`src/hesc_consts.svh`:
```
// Summary of operation
// - Power-on and the reset push-button each start a full hardware reset.
// - After any system reset execution starts from the boot PROM, not RAM.
// - system_available follows a software-written control bit.
// - Hardware reset clears system_available until software sets it again.
// - While cpu_halted is active system_available is forced inactive.
// - system_error is asserted whenever an unmasked error is detected.
// - Error sources are the integer unit, the FPU and internal checks.
// - Unmasked error halts by default; reset instead when software selects it.
// - cpu_halted mirrors the active-low halt lines of integer unit and FPU.
// - Halt comes from halt_request, a software halt or an error halt.
// - While halted, integer unit and FPU stop and timers and UARTs freeze.
`ifndef HESC_CONSTS_SVH
`define HESC_CONSTS_SVH

// ----------------------------------------
// Timing
// ----------------------------------------
`define HESC_CLK_PERIOD_PS 5000
`define HESC_RST_HOLD_NS 100
`define HESC_RST_CYCLES ((`HESC_RST_HOLD_NS * 1000 + `HESC_CLK_PERIOD_PS - 1) / `HESC_CLK_PERIOD_PS)

// ----------------------------------------
// Register byte offsets
// ----------------------------------------
`define HESC_OFS_CTRL 8'h00
`define HESC_OFS_ERRMASK 8'h04
`define HESC_OFS_ERRSTAT 8'h08
`define HESC_OFS_STATUS 8'h0C
`define HESC_OFS_IRQSTAT 8'h10
`define HESC_OFS_IRQMASK 8'h14

// ----------------------------------------
// Field positions and reset values
// ----------------------------------------
`define HESC_CTRL_AVAIL 0
`define HESC_CTRL_SWHALT 1
`define HESC_CTRL_ERRRST 2
`define HESC_CTRL_BOOTEXIT 3
`define HESC_CTRL_RST 4'h0
`define HESC_ERR_RST 3'h0
`define HESC_IRQ_ERR 0
`define HESC_IRQ_HALT 1
`define HESC_IRQ_RESUME 2
`define HESC_IRQ_RST 3'h0
`define HESC_SYNC_RST 2'h1

`endif

```
`src/hesc_pkg.sv`:
```
package hesc_pkg;

  // Error sources, one bit each
  typedef struct packed {
    logic ctrlErr;
    logic fpuErr;
    logic intUnitErr;
  } hesc_err_t;

  typedef enum logic [1:0] {
    HESC_RST_HOLD = 2'b01,
    HESC_RST_RUN = 2'b10
  } hesc_rst_st_t;

endpackage

```
`src/hesc_sync3.sv`:
```
`timescale 1ns/1ps
`default_nettype none
`include "hesc_consts.svh"

module hesc_sync3
  import hesc_pkg::*;
(
  input wire logic core_clk,
  input wire logic rst_b,
  input wire logic [1:0] asyncIn,
  output var logic [1:0] syncOut
);

  logic [1:0] stage1_r;
  logic [1:0] stage2_r;
  logic [1:0] stage3_r;

  // A change counts only once stages two and three agree
  always_ff @(posedge core_clk or negedge rst_b)
  begin
    if (!rst_b)
    begin
      stage1_r <= `HESC_SYNC_RST;
      stage2_r <= `HESC_SYNC_RST;
      stage3_r <= `HESC_SYNC_RST;
      syncOut <= `HESC_SYNC_RST;
    end
    else
    begin
      stage1_r <= asyncIn;
      stage2_r <= stage1_r;
      stage3_r <= stage2_r;
      for (int i = 0; i < 2; i++)
        if (stage2_r[i] == stage3_r[i])
          syncOut[i] <= stage3_r[i];
    end
  end

endmodule // hesc_sync3
`default_nettype wire

```
`src/hesc_rst_gen.sv`:
```
`timescale 1ns/1ps
`default_nettype none
`include "hesc_consts.svh"

module hesc_rst_gen
  import hesc_pkg::*;
(
  input wire logic core_clk,
  input wire logic rst_b,
  input wire logic trigger,
  output var logic rstActive
);

  localparam logic [7:0] HOLD_CYC = 8'(`HESC_RST_CYCLES);

  hesc_rst_st_t state_r;
  logic [7:0] count_r;

  // Power-on leaves us in HOLD, so the system sees a full reset pulse
  always_ff @(posedge core_clk or negedge rst_b)
  begin
    if (!rst_b)
    begin
      state_r <= HESC_RST_HOLD;
      count_r <= 8'h00;
      rstActive <= 1'b1;
    end
    else if (trigger)
    begin
      state_r <= HESC_RST_HOLD;
      count_r <= 8'h00;
      rstActive <= 1'b1;
    end
    else
    begin
      unique case (state_r)
        HESC_RST_HOLD:
        begin
          count_r <= count_r + 8'h01;
          if (count_r == HOLD_CYC - 8'h01)
          begin
            state_r <= HESC_RST_RUN;
            rstActive <= 1'b0;
          end
        end
        HESC_RST_RUN:
        begin
          rstActive <= 1'b0;
        end
        default:
        begin
          state_r <= HESC_RST_HOLD;
          count_r <= 8'h00;
          rstActive <= 1'b1;
        end
      endcase
    end
  end

endmodule // hesc_rst_gen
`default_nettype wire

```
`src/hesc_top.sv`:
```
`timescale 1ns/1ps
`default_nettype none
`include "hesc_consts.svh"

module hesc_top
  import hesc_pkg::*;
(
  input wire logic core_clk,
  input wire logic rst_b,
  // APB slave
  input wire logic psel,
  input wire logic penable,
  input wire logic pwrite,
  input wire logic [7:0] paddr,
  input wire logic [31:0] pwdata,
  output var logic [31:0] prdata,
  output var logic pready,
  output var logic pslverr,
  // Front panel pins
  input wire logic haltRequest,
  input wire logic resetButton_b,
  // Error reports, same clock
  input wire hesc_err_t errIn,
  // Status and control outputs
  output var logic systemAvailable,
  output var logic systemError,
  output var logic cpuHalted,
  output var logic intUnitHalt_b,
  output var logic fpuHalt_b,
  output var logic freezeOut,
  output var logic bootFromProm,
  output var logic sysResetOut,
  output var logic irq
);

  // ----------------------------------------
  // Helpers
  // ----------------------------------------
  function automatic logic regHit(input logic [7:0] addr, input logic [7:0] ofs);
    regHit = (addr == ofs);
  endfunction

  function automatic logic [2:0] w1c(input logic [2:0] cur, input logic clr,
                                     input logic [2:0] data, input logic [2:0] set);
    // Set wins over a clear in the same cycle
    w1c = (clr ? (cur & ~data) : cur) | set;
  endfunction

  // ----------------------------------------
  // Pin synchronisers and reset sequencer
  // ----------------------------------------
  logic [1:0] pinSync;
  logic haltSw;
  logic buttonPressed;
  logic rstActive;
  logic errRstReq_r;

  hesc_sync3 u_sync (
    .core_clk(core_clk),
    .rst_b(rst_b),
    .asyncIn({haltRequest, resetButton_b}),
    .syncOut(pinSync)
  );

  assign haltSw = pinSync[1];
  assign buttonPressed = !pinSync[0];

  hesc_rst_gen u_rst (
    .core_clk(core_clk),
    .rst_b(rst_b),
    .trigger(buttonPressed || errRstReq_r),
    .rstActive(rstActive)
  );

  always_ff @(posedge core_clk or negedge rst_b)
  begin
    if (!rst_b)
      sysResetOut <= 1'b1;
    else
      sysResetOut <= rstActive;
  end

  // ----------------------------------------
  // APB access
  // ----------------------------------------
  logic wrEn;
  logic [3:0] ctrl_r;
  logic [2:0] errMask_r;
  logic [2:0] errStat_r;
  logic [2:0] errStatNxt;
  logic [2:0] errSet;
  logic [2:0] irqStat_r;
  logic [2:0] irqStatNxt;
  logic [2:0] irqMask_r;
  logic [2:0] irqSet;
  logic haltNxt;
  logic mapped;
  logic [31:0] rdNxt;

  assign wrEn = psel && penable && pwrite && pready;

  always_comb
  begin
    mapped = 1'b1;
    rdNxt = 32'h0000_0000;
    if (regHit(paddr, `HESC_OFS_CTRL))
      rdNxt[3:0] = ctrl_r;
    else if (regHit(paddr, `HESC_OFS_ERRMASK))
      rdNxt[2:0] = errMask_r;
    else if (regHit(paddr, `HESC_OFS_ERRSTAT))
      rdNxt[2:0] = errStat_r;
    else if (regHit(paddr, `HESC_OFS_STATUS))
      rdNxt[4:0] = {bootFromProm, haltSw, cpuHalted, systemError, systemAvailable};
    else if (regHit(paddr, `HESC_OFS_IRQSTAT))
      rdNxt[2:0] = irqStat_r;
    else if (regHit(paddr, `HESC_OFS_IRQMASK))
      rdNxt[2:0] = irqMask_r;
    else
      mapped = 1'b0;
  end

  // Zero wait states: ready rises in the first access cycle
  always_ff @(posedge core_clk or negedge rst_b)
  begin
    if (!rst_b)
    begin
      pready <= 1'b0;
      pslverr <= 1'b0;
      prdata <= 32'h0000_0000;
    end
    else
    begin
      pready <= psel && !penable;
      pslverr <= psel && !penable && !mapped;
      prdata <= (psel && !penable && !pwrite) ? rdNxt : 32'h0000_0000;
    end
  end

  // ----------------------------------------
  // Control and mask registers
  // ----------------------------------------
  always_ff @(posedge core_clk or negedge rst_b)
  begin
    if (!rst_b)
    begin
      ctrl_r <= `HESC_CTRL_RST;
      errMask_r <= `HESC_ERR_RST;
      irqMask_r <= `HESC_IRQ_RST;
    end
    else if (rstActive)
    begin
      ctrl_r <= `HESC_CTRL_RST;
      errMask_r <= `HESC_ERR_RST;
      irqMask_r <= `HESC_IRQ_RST;
    end
    else if (wrEn)
    begin
      if (regHit(paddr, `HESC_OFS_CTRL))
        ctrl_r <= pwdata[3:0];
      if (regHit(paddr, `HESC_OFS_ERRMASK))
        errMask_r <= pwdata[2:0];
      if (regHit(paddr, `HESC_OFS_IRQMASK))
        irqMask_r <= pwdata[2:0];
    end
  end

  // Boot region select; software leaves the PROM once code sits in RAM
  always_ff @(posedge core_clk or negedge rst_b)
  begin
    if (!rst_b)
      bootFromProm <= 1'b1;
    else if (rstActive)
      bootFromProm <= 1'b1;
    else if (wrEn && regHit(paddr, `HESC_OFS_CTRL) && pwdata[`HESC_CTRL_BOOTEXIT])
      bootFromProm <= 1'b0;
  end

  // ----------------------------------------
  // Error detection
  // ----------------------------------------
  always_comb
  begin
    errSet = errIn & ~errMask_r;
    errStatNxt = w1c(errStat_r, wrEn && regHit(paddr, `HESC_OFS_ERRSTAT), pwdata[2:0], errSet);
  end

  always_ff @(posedge core_clk or negedge rst_b)
  begin
    if (!rst_b)
    begin
      errStat_r <= `HESC_ERR_RST;
      systemError <= 1'b0;
      errRstReq_r <= 1'b0;
    end
    else if (rstActive)
    begin
      errStat_r <= `HESC_ERR_RST;
      systemError <= 1'b0;
      errRstReq_r <= 1'b0;
    end
    else
    begin
      errStat_r <= errStatNxt;
      systemError <= |errStatNxt;
      // Reset response replaces the error halt
      errRstReq_r <= (|errStatNxt) && ctrl_r[`HESC_CTRL_ERRRST];
    end
  end

  // ----------------------------------------
  // Halt and availability
  // ----------------------------------------
  // The switch is level sensitive: halt lasts as long as it is held, if held for two cycles or more
  assign haltNxt = !rstActive && (haltSw || ctrl_r[`HESC_CTRL_SWHALT] ||
                   ((|errStat_r) && !ctrl_r[`HESC_CTRL_ERRRST]));

  always_ff @(posedge core_clk or negedge rst_b)
  begin
    if (!rst_b)
    begin
      cpuHalted <= 1'b0;
      intUnitHalt_b <= 1'b1;
      fpuHalt_b <= 1'b1;
      freezeOut <= 1'b0;
    end
    else
    begin
      cpuHalted <= haltNxt;
      intUnitHalt_b <= !haltNxt;
      fpuHalt_b <= !haltNxt;
      freezeOut <= haltNxt;
    end
  end

  always_ff @(posedge core_clk or negedge rst_b)
  begin
    if (!rst_b)
      systemAvailable <= 1'b0;
    else
      systemAvailable <= ctrl_r[`HESC_CTRL_AVAIL] && !haltNxt && !rstActive;
  end

  // ----------------------------------------
  // Interrupts
  // ----------------------------------------
  always_comb
  begin
    irqSet[`HESC_IRQ_ERR] = |(errSet & ~errStat_r);
    irqSet[`HESC_IRQ_HALT] = haltNxt && !cpuHalted;
    irqSet[`HESC_IRQ_RESUME] = !haltNxt && cpuHalted;
    irqStatNxt = w1c(irqStat_r, wrEn && regHit(paddr, `HESC_OFS_IRQSTAT), pwdata[2:0], irqSet);
  end

  always_ff @(posedge core_clk or negedge rst_b)
  begin
    if (!rst_b)
    begin
      irqStat_r <= `HESC_IRQ_RST;
      irq <= 1'b0;
    end
    else if (rstActive)
    begin
      irqStat_r <= `HESC_IRQ_RST;
      irq <= 1'b0;
    end
    else
    begin
      irqStat_r <= irqStatNxt;
      irq <= |(irqStatNxt & irqMask_r);
    end
  end
endmodule // hesc_top
`default_nettype wire

```
`config.mk`:
```
export PLATFORM = sky130hd
export DESIGN_NAME = hesc_top
export DESIGN_NICKNAME = d
export VERILOG_FILES = /design/src/hesc_pkg.sv /design/src/hesc_sync3.sv /design/src/hesc_rst_gen.sv /design/src/hesc_top.sv
export VERILOG_INCLUDE_DIRS = /design/src /design/src/src
export SDC_FILE = /design/constraint.sdc
export NUM_CORES = 1
export LEC_CHECK = 0
export ABC_AREA = 0
export BUFFER_PORTS_ARGS = -buffer_cell sky130_fd_sc_hd__buf_2
export CAP_MARGIN = 20
export CELL_PAD_IN_SITES_DETAIL_PLACEMENT = 1
export CELL_PAD_IN_SITES_GLOBAL_PLACEMENT = 2
export CORE_MARGIN = 3
export CORE_UTILIZATION = 27
export DETAILED_ROUTE_END_ITERATION = 16
export PLACE_DENSITY_LB_ADDON = 0.12
export SLEW_MARGIN = 5
export SYNTH_ARGS = -nofsm -noshare
export SYNTH_HDL_FRONTEND = slang
export SYNTH_SLANG_ARGS = --single-unit
export TNS_END_PERCENT = 30
```
`constraint.sdc`:
```
create_clock -name core_clk -period 1.7 [get_ports core_clk]
set_clock_uncertainty 0.05 [all_clocks]
set_input_delay 0.17 -clock core_clk [delete_from_list [all_inputs] [get_ports core_clk]]
set_output_delay 0.17 -clock core_clk [all_outputs]
set_load 0.05 [all_outputs]
```
==> impl_results.md <==
* Status: finished clean
* All-layer global routing usage at 0.129
* Max Buffers Root-to-Sink at 2
* Avg Cell Area, Syn at 10.0 um2
* Leak pwr at 1.54 nW
* Total gr overflow at 0
* Worst setup SP type: flop
* Number of max-cap violations at 0
* Setup violations, final at 0
* RSZ-0062 raised after global routing: true
* Mapped Cells at 260
* Number of synthesized flops with an enable pin at 0
* Vias at 1,984
* Commonest non-fill, non-tap cell in the layout: dfrtp_1
* Max Clock Freq at 601 MHz
* Power per Cell Area at 1070 mW/mm2
* Final non-filler cell total at 449
* Most frequent cells in the layout: dfrtp_1, buf_2, conb_1, buf_4, inv_1
* Hold Vio Cnt, Final at 0
* Starting DRT DRC Count at 57
* Crit share post-route at 0.978
* Yosys warning total at 0
* Synthesized flop and latch total at 50
* Yosys cell types at 52
* Number of H-tree levels at 2
* Seq/Total Area, Yosys at 0.485
* Worst hold path class: in -> reg
* Top FF cell, synth: dfrtp_1
* Syn Std Cell Area at 0.00260 mm2
* Site Rows at 35
* Number of global-route vias before repair at 2,030
* Root buf cell: clkbuf_8
* Router iterations before antenna repair at 4
* Clock buffer count from CTS at 5
* Largest fanout on the critical path at 4
* Largest net degree at the start of global routing at 51
* WS Path Type: reg -> reg
* Num ports at 93
* Async SR Flop Fraction at 1.00
* Share of cells above drive strength 1 at 0.297
* Die Y at 104 um
* Place WS at -0.0399 ns
* Clk_lat worst skew at 0.30 ns
* CTS sink cnt at 50
* Die ar. at 0.0108 mm2
* DR WL/cell at 14.9 um
* Initial core utilization at 0.280
* Max-slew headroom at 0.652
* Final worst slack at 0.0372 ns
* DR vias/cell at 4.42
* Initial antenna violation count at 0
* Top cell type's share of synthesized area at 0.394
* Clock-pin slew on the worst setup and hold paths at 0.09 ns
* Crit. End Element: flop
* Slew Viols, Final at 0
* Placer's final routability congestion estimate at 0.776
* Chip width at 104 um
* Worst Max-Slew Pin Slew at 0.509 ns
* Diodes inserted at 0
* Leading area contributor after synthesis: dfrtp_1
* IO Port Bufs at 37
* Placed instance count at 438
* Post-CTS setup buffer count at 0
* WL final at 6670 um
* Residual DRC at 0
* Placeable Area at 0.00928 mm2
* Fillers at 1,099
* Synth top area cells: dfrtp_1, dfstp_2, buf_4
* CTS tree: done
* Area grow syn2layout at 21.0%
* First-pass GRT wire length at 11,100 um
* Final Critical Period at 1.66 ns
* Max VDD drop at 0.000548 V
* Worst path required time at 1.88 ns
* Worst Path Arrival at 1.85 ns
* Post-DP HPWL at 5080 um
* DRT antenna net count at 0
* # nets final at 372
==> state kept, by name, indices dropped and copies added, names as in the netlist, 2 cells and up <==
register	flops
u_rst.count_r	8
errMask_r	3
prdata	5
u_sync.stage1_r	2
irqStat_r	3
u_sync.stage2_r	2
errStat_r	3
irqMask_r	3
u_sync.syncOut	2
u_sync.stage3_r	2
ctrl_r	4
u_rst.state_r	2
==> area by class of cell <==
class / instances / area (um2) / share of cell area
timing repair buffer: 63 / 404 / 0.128
multi-input combinational: 178 / 1150 / 0.364
clock inverter: 2 / 12.5 / 0.00397
tap: 129 / 161 / 0.0513
sequential: 50 / 1260 / 0.401
inverter: 21 / 78.8 / 0.0250
clock buffer: 6 / 82.6 / 0.0262
==> where the power goes <==
group          total [W]  internal (W)  switching, W  leakage, nW
Combinational    0.00116      0.000346      0.000812        0.847
Clock           0.000736      0.000328      0.000408       0.0472
Sequential       0.00148       0.00137      0.000112        0.647
Total            0.00338       0.00204       0.00133         1.54
==> kinds of logic (layout without fill, tap and decap cells) <==
logic type	after synthesis	after routing	synth area share
buffers and inverters	58	92	0.128
AOI/OAI and AO/OA	50	50	0.130
muxes	10	10	0.0385
and+or+nand+nor	84	84	0.188
adders and majority gates	5	5	0.0221
DFF	50	50	0.485
xor gates and xnor gates	2	2	0.00674
other	1	27	0.00144
==> stage by stage <==
stage / util / total power, W / cell area [um2] / hold WS, ns / TNS (ns)
2_1_floorplan: - / 0.00233 / 2700 / -0.176 / 0
3_3_place_gp: 0.321 / 0.00264 / 2980 / 0.135 / -0.0702
3_5_place_dp: 0.321 / 0.00265 / 2980 / 0.133 / -0.0886
4_1_cts: 0.337 / 0.00343 / 3130 / 0.0979 / 0
5_1_grt: 0.339 / 0.00361 / 3150 / 0.107 / -0.213
6_report: 0.339 / 0.00338 / 3150 / 0.108 / 0
==> synthesized netlist by cell type (3+ instances only) <==
cell and instances:
dfrtp_1 41, nand2_1 12, nor2_1 19, o21ai_0 14
a221oi_1 3, nand3_1 6, buf_4 29, nor2b_1 4
nor3_1 3, inv_1 20, nor3b_1 3, ha_1 3
nand4_1 12, mux2i_1 10, a22oi_1 4, o221a_2 3
a21oi_1 9, dfstp_2 9, and3b_1 3, buf_2 4
clkbuf_1 3, nand2b_1 8
==> worst paths after layout <==
| check | endpoint | start | slack (ns) | cells after the start |
|---|---|---|---|---|
| worst max register to register | u_rst.rstActive$_DFFE_PN1P_ | u_rst.count_r[5]$_DFFE_PN0N_ | 0.04 | 4 |
| worst min register to register | u_sync.stage2_r[1]$_DFF_PN0_ | u_sync.stage1_r[1]$_DFF_PN0_ | 0.31 | 0 |
| worst min-delay path | pready$_DFF_PN0_ | psel | 0.11 | 3 |
| max in group asynchronous | u_rst.state_r[0]$_DFFE_PN1P_ | rst_b | 0.97 | 3 |
| min in group asynchronous | irqStat_r[0]$_DFF_PN0_ | rst_b | 0.33 | 3 |
| worst max-delay path | u_rst.rstActive$_DFFE_PN1P_ | u_rst.count_r[5]$_DFFE_PN0N_ | 0.04 | 4 |
==> worst max-delay path, stage by stage, from the launching register on <==
cell and delay, ns:
dfrtp_1 0.40, or4b_4 0.54, o31a_1 0.32, nor4b_2 0.23, a21oi_1 0.06
==> layer usage <==
metal,global-route usage,wire length (um),vias up
met4,0.0342,75,0
li1,-,-,974
met3,0.0341,382,8
met1,0.184,3260,951
met2,0.193,2950,51
met5,0,0,-
==> repair_timing <==
item	4_1_cts	5_1_grt
hold buffers	3	0
gates resized for setup	6	4
hold endpoints to repair	43	0
endpoints found under the setup margin	4	8
pin swaps	3	1
(Power assumes the default switching activity.)
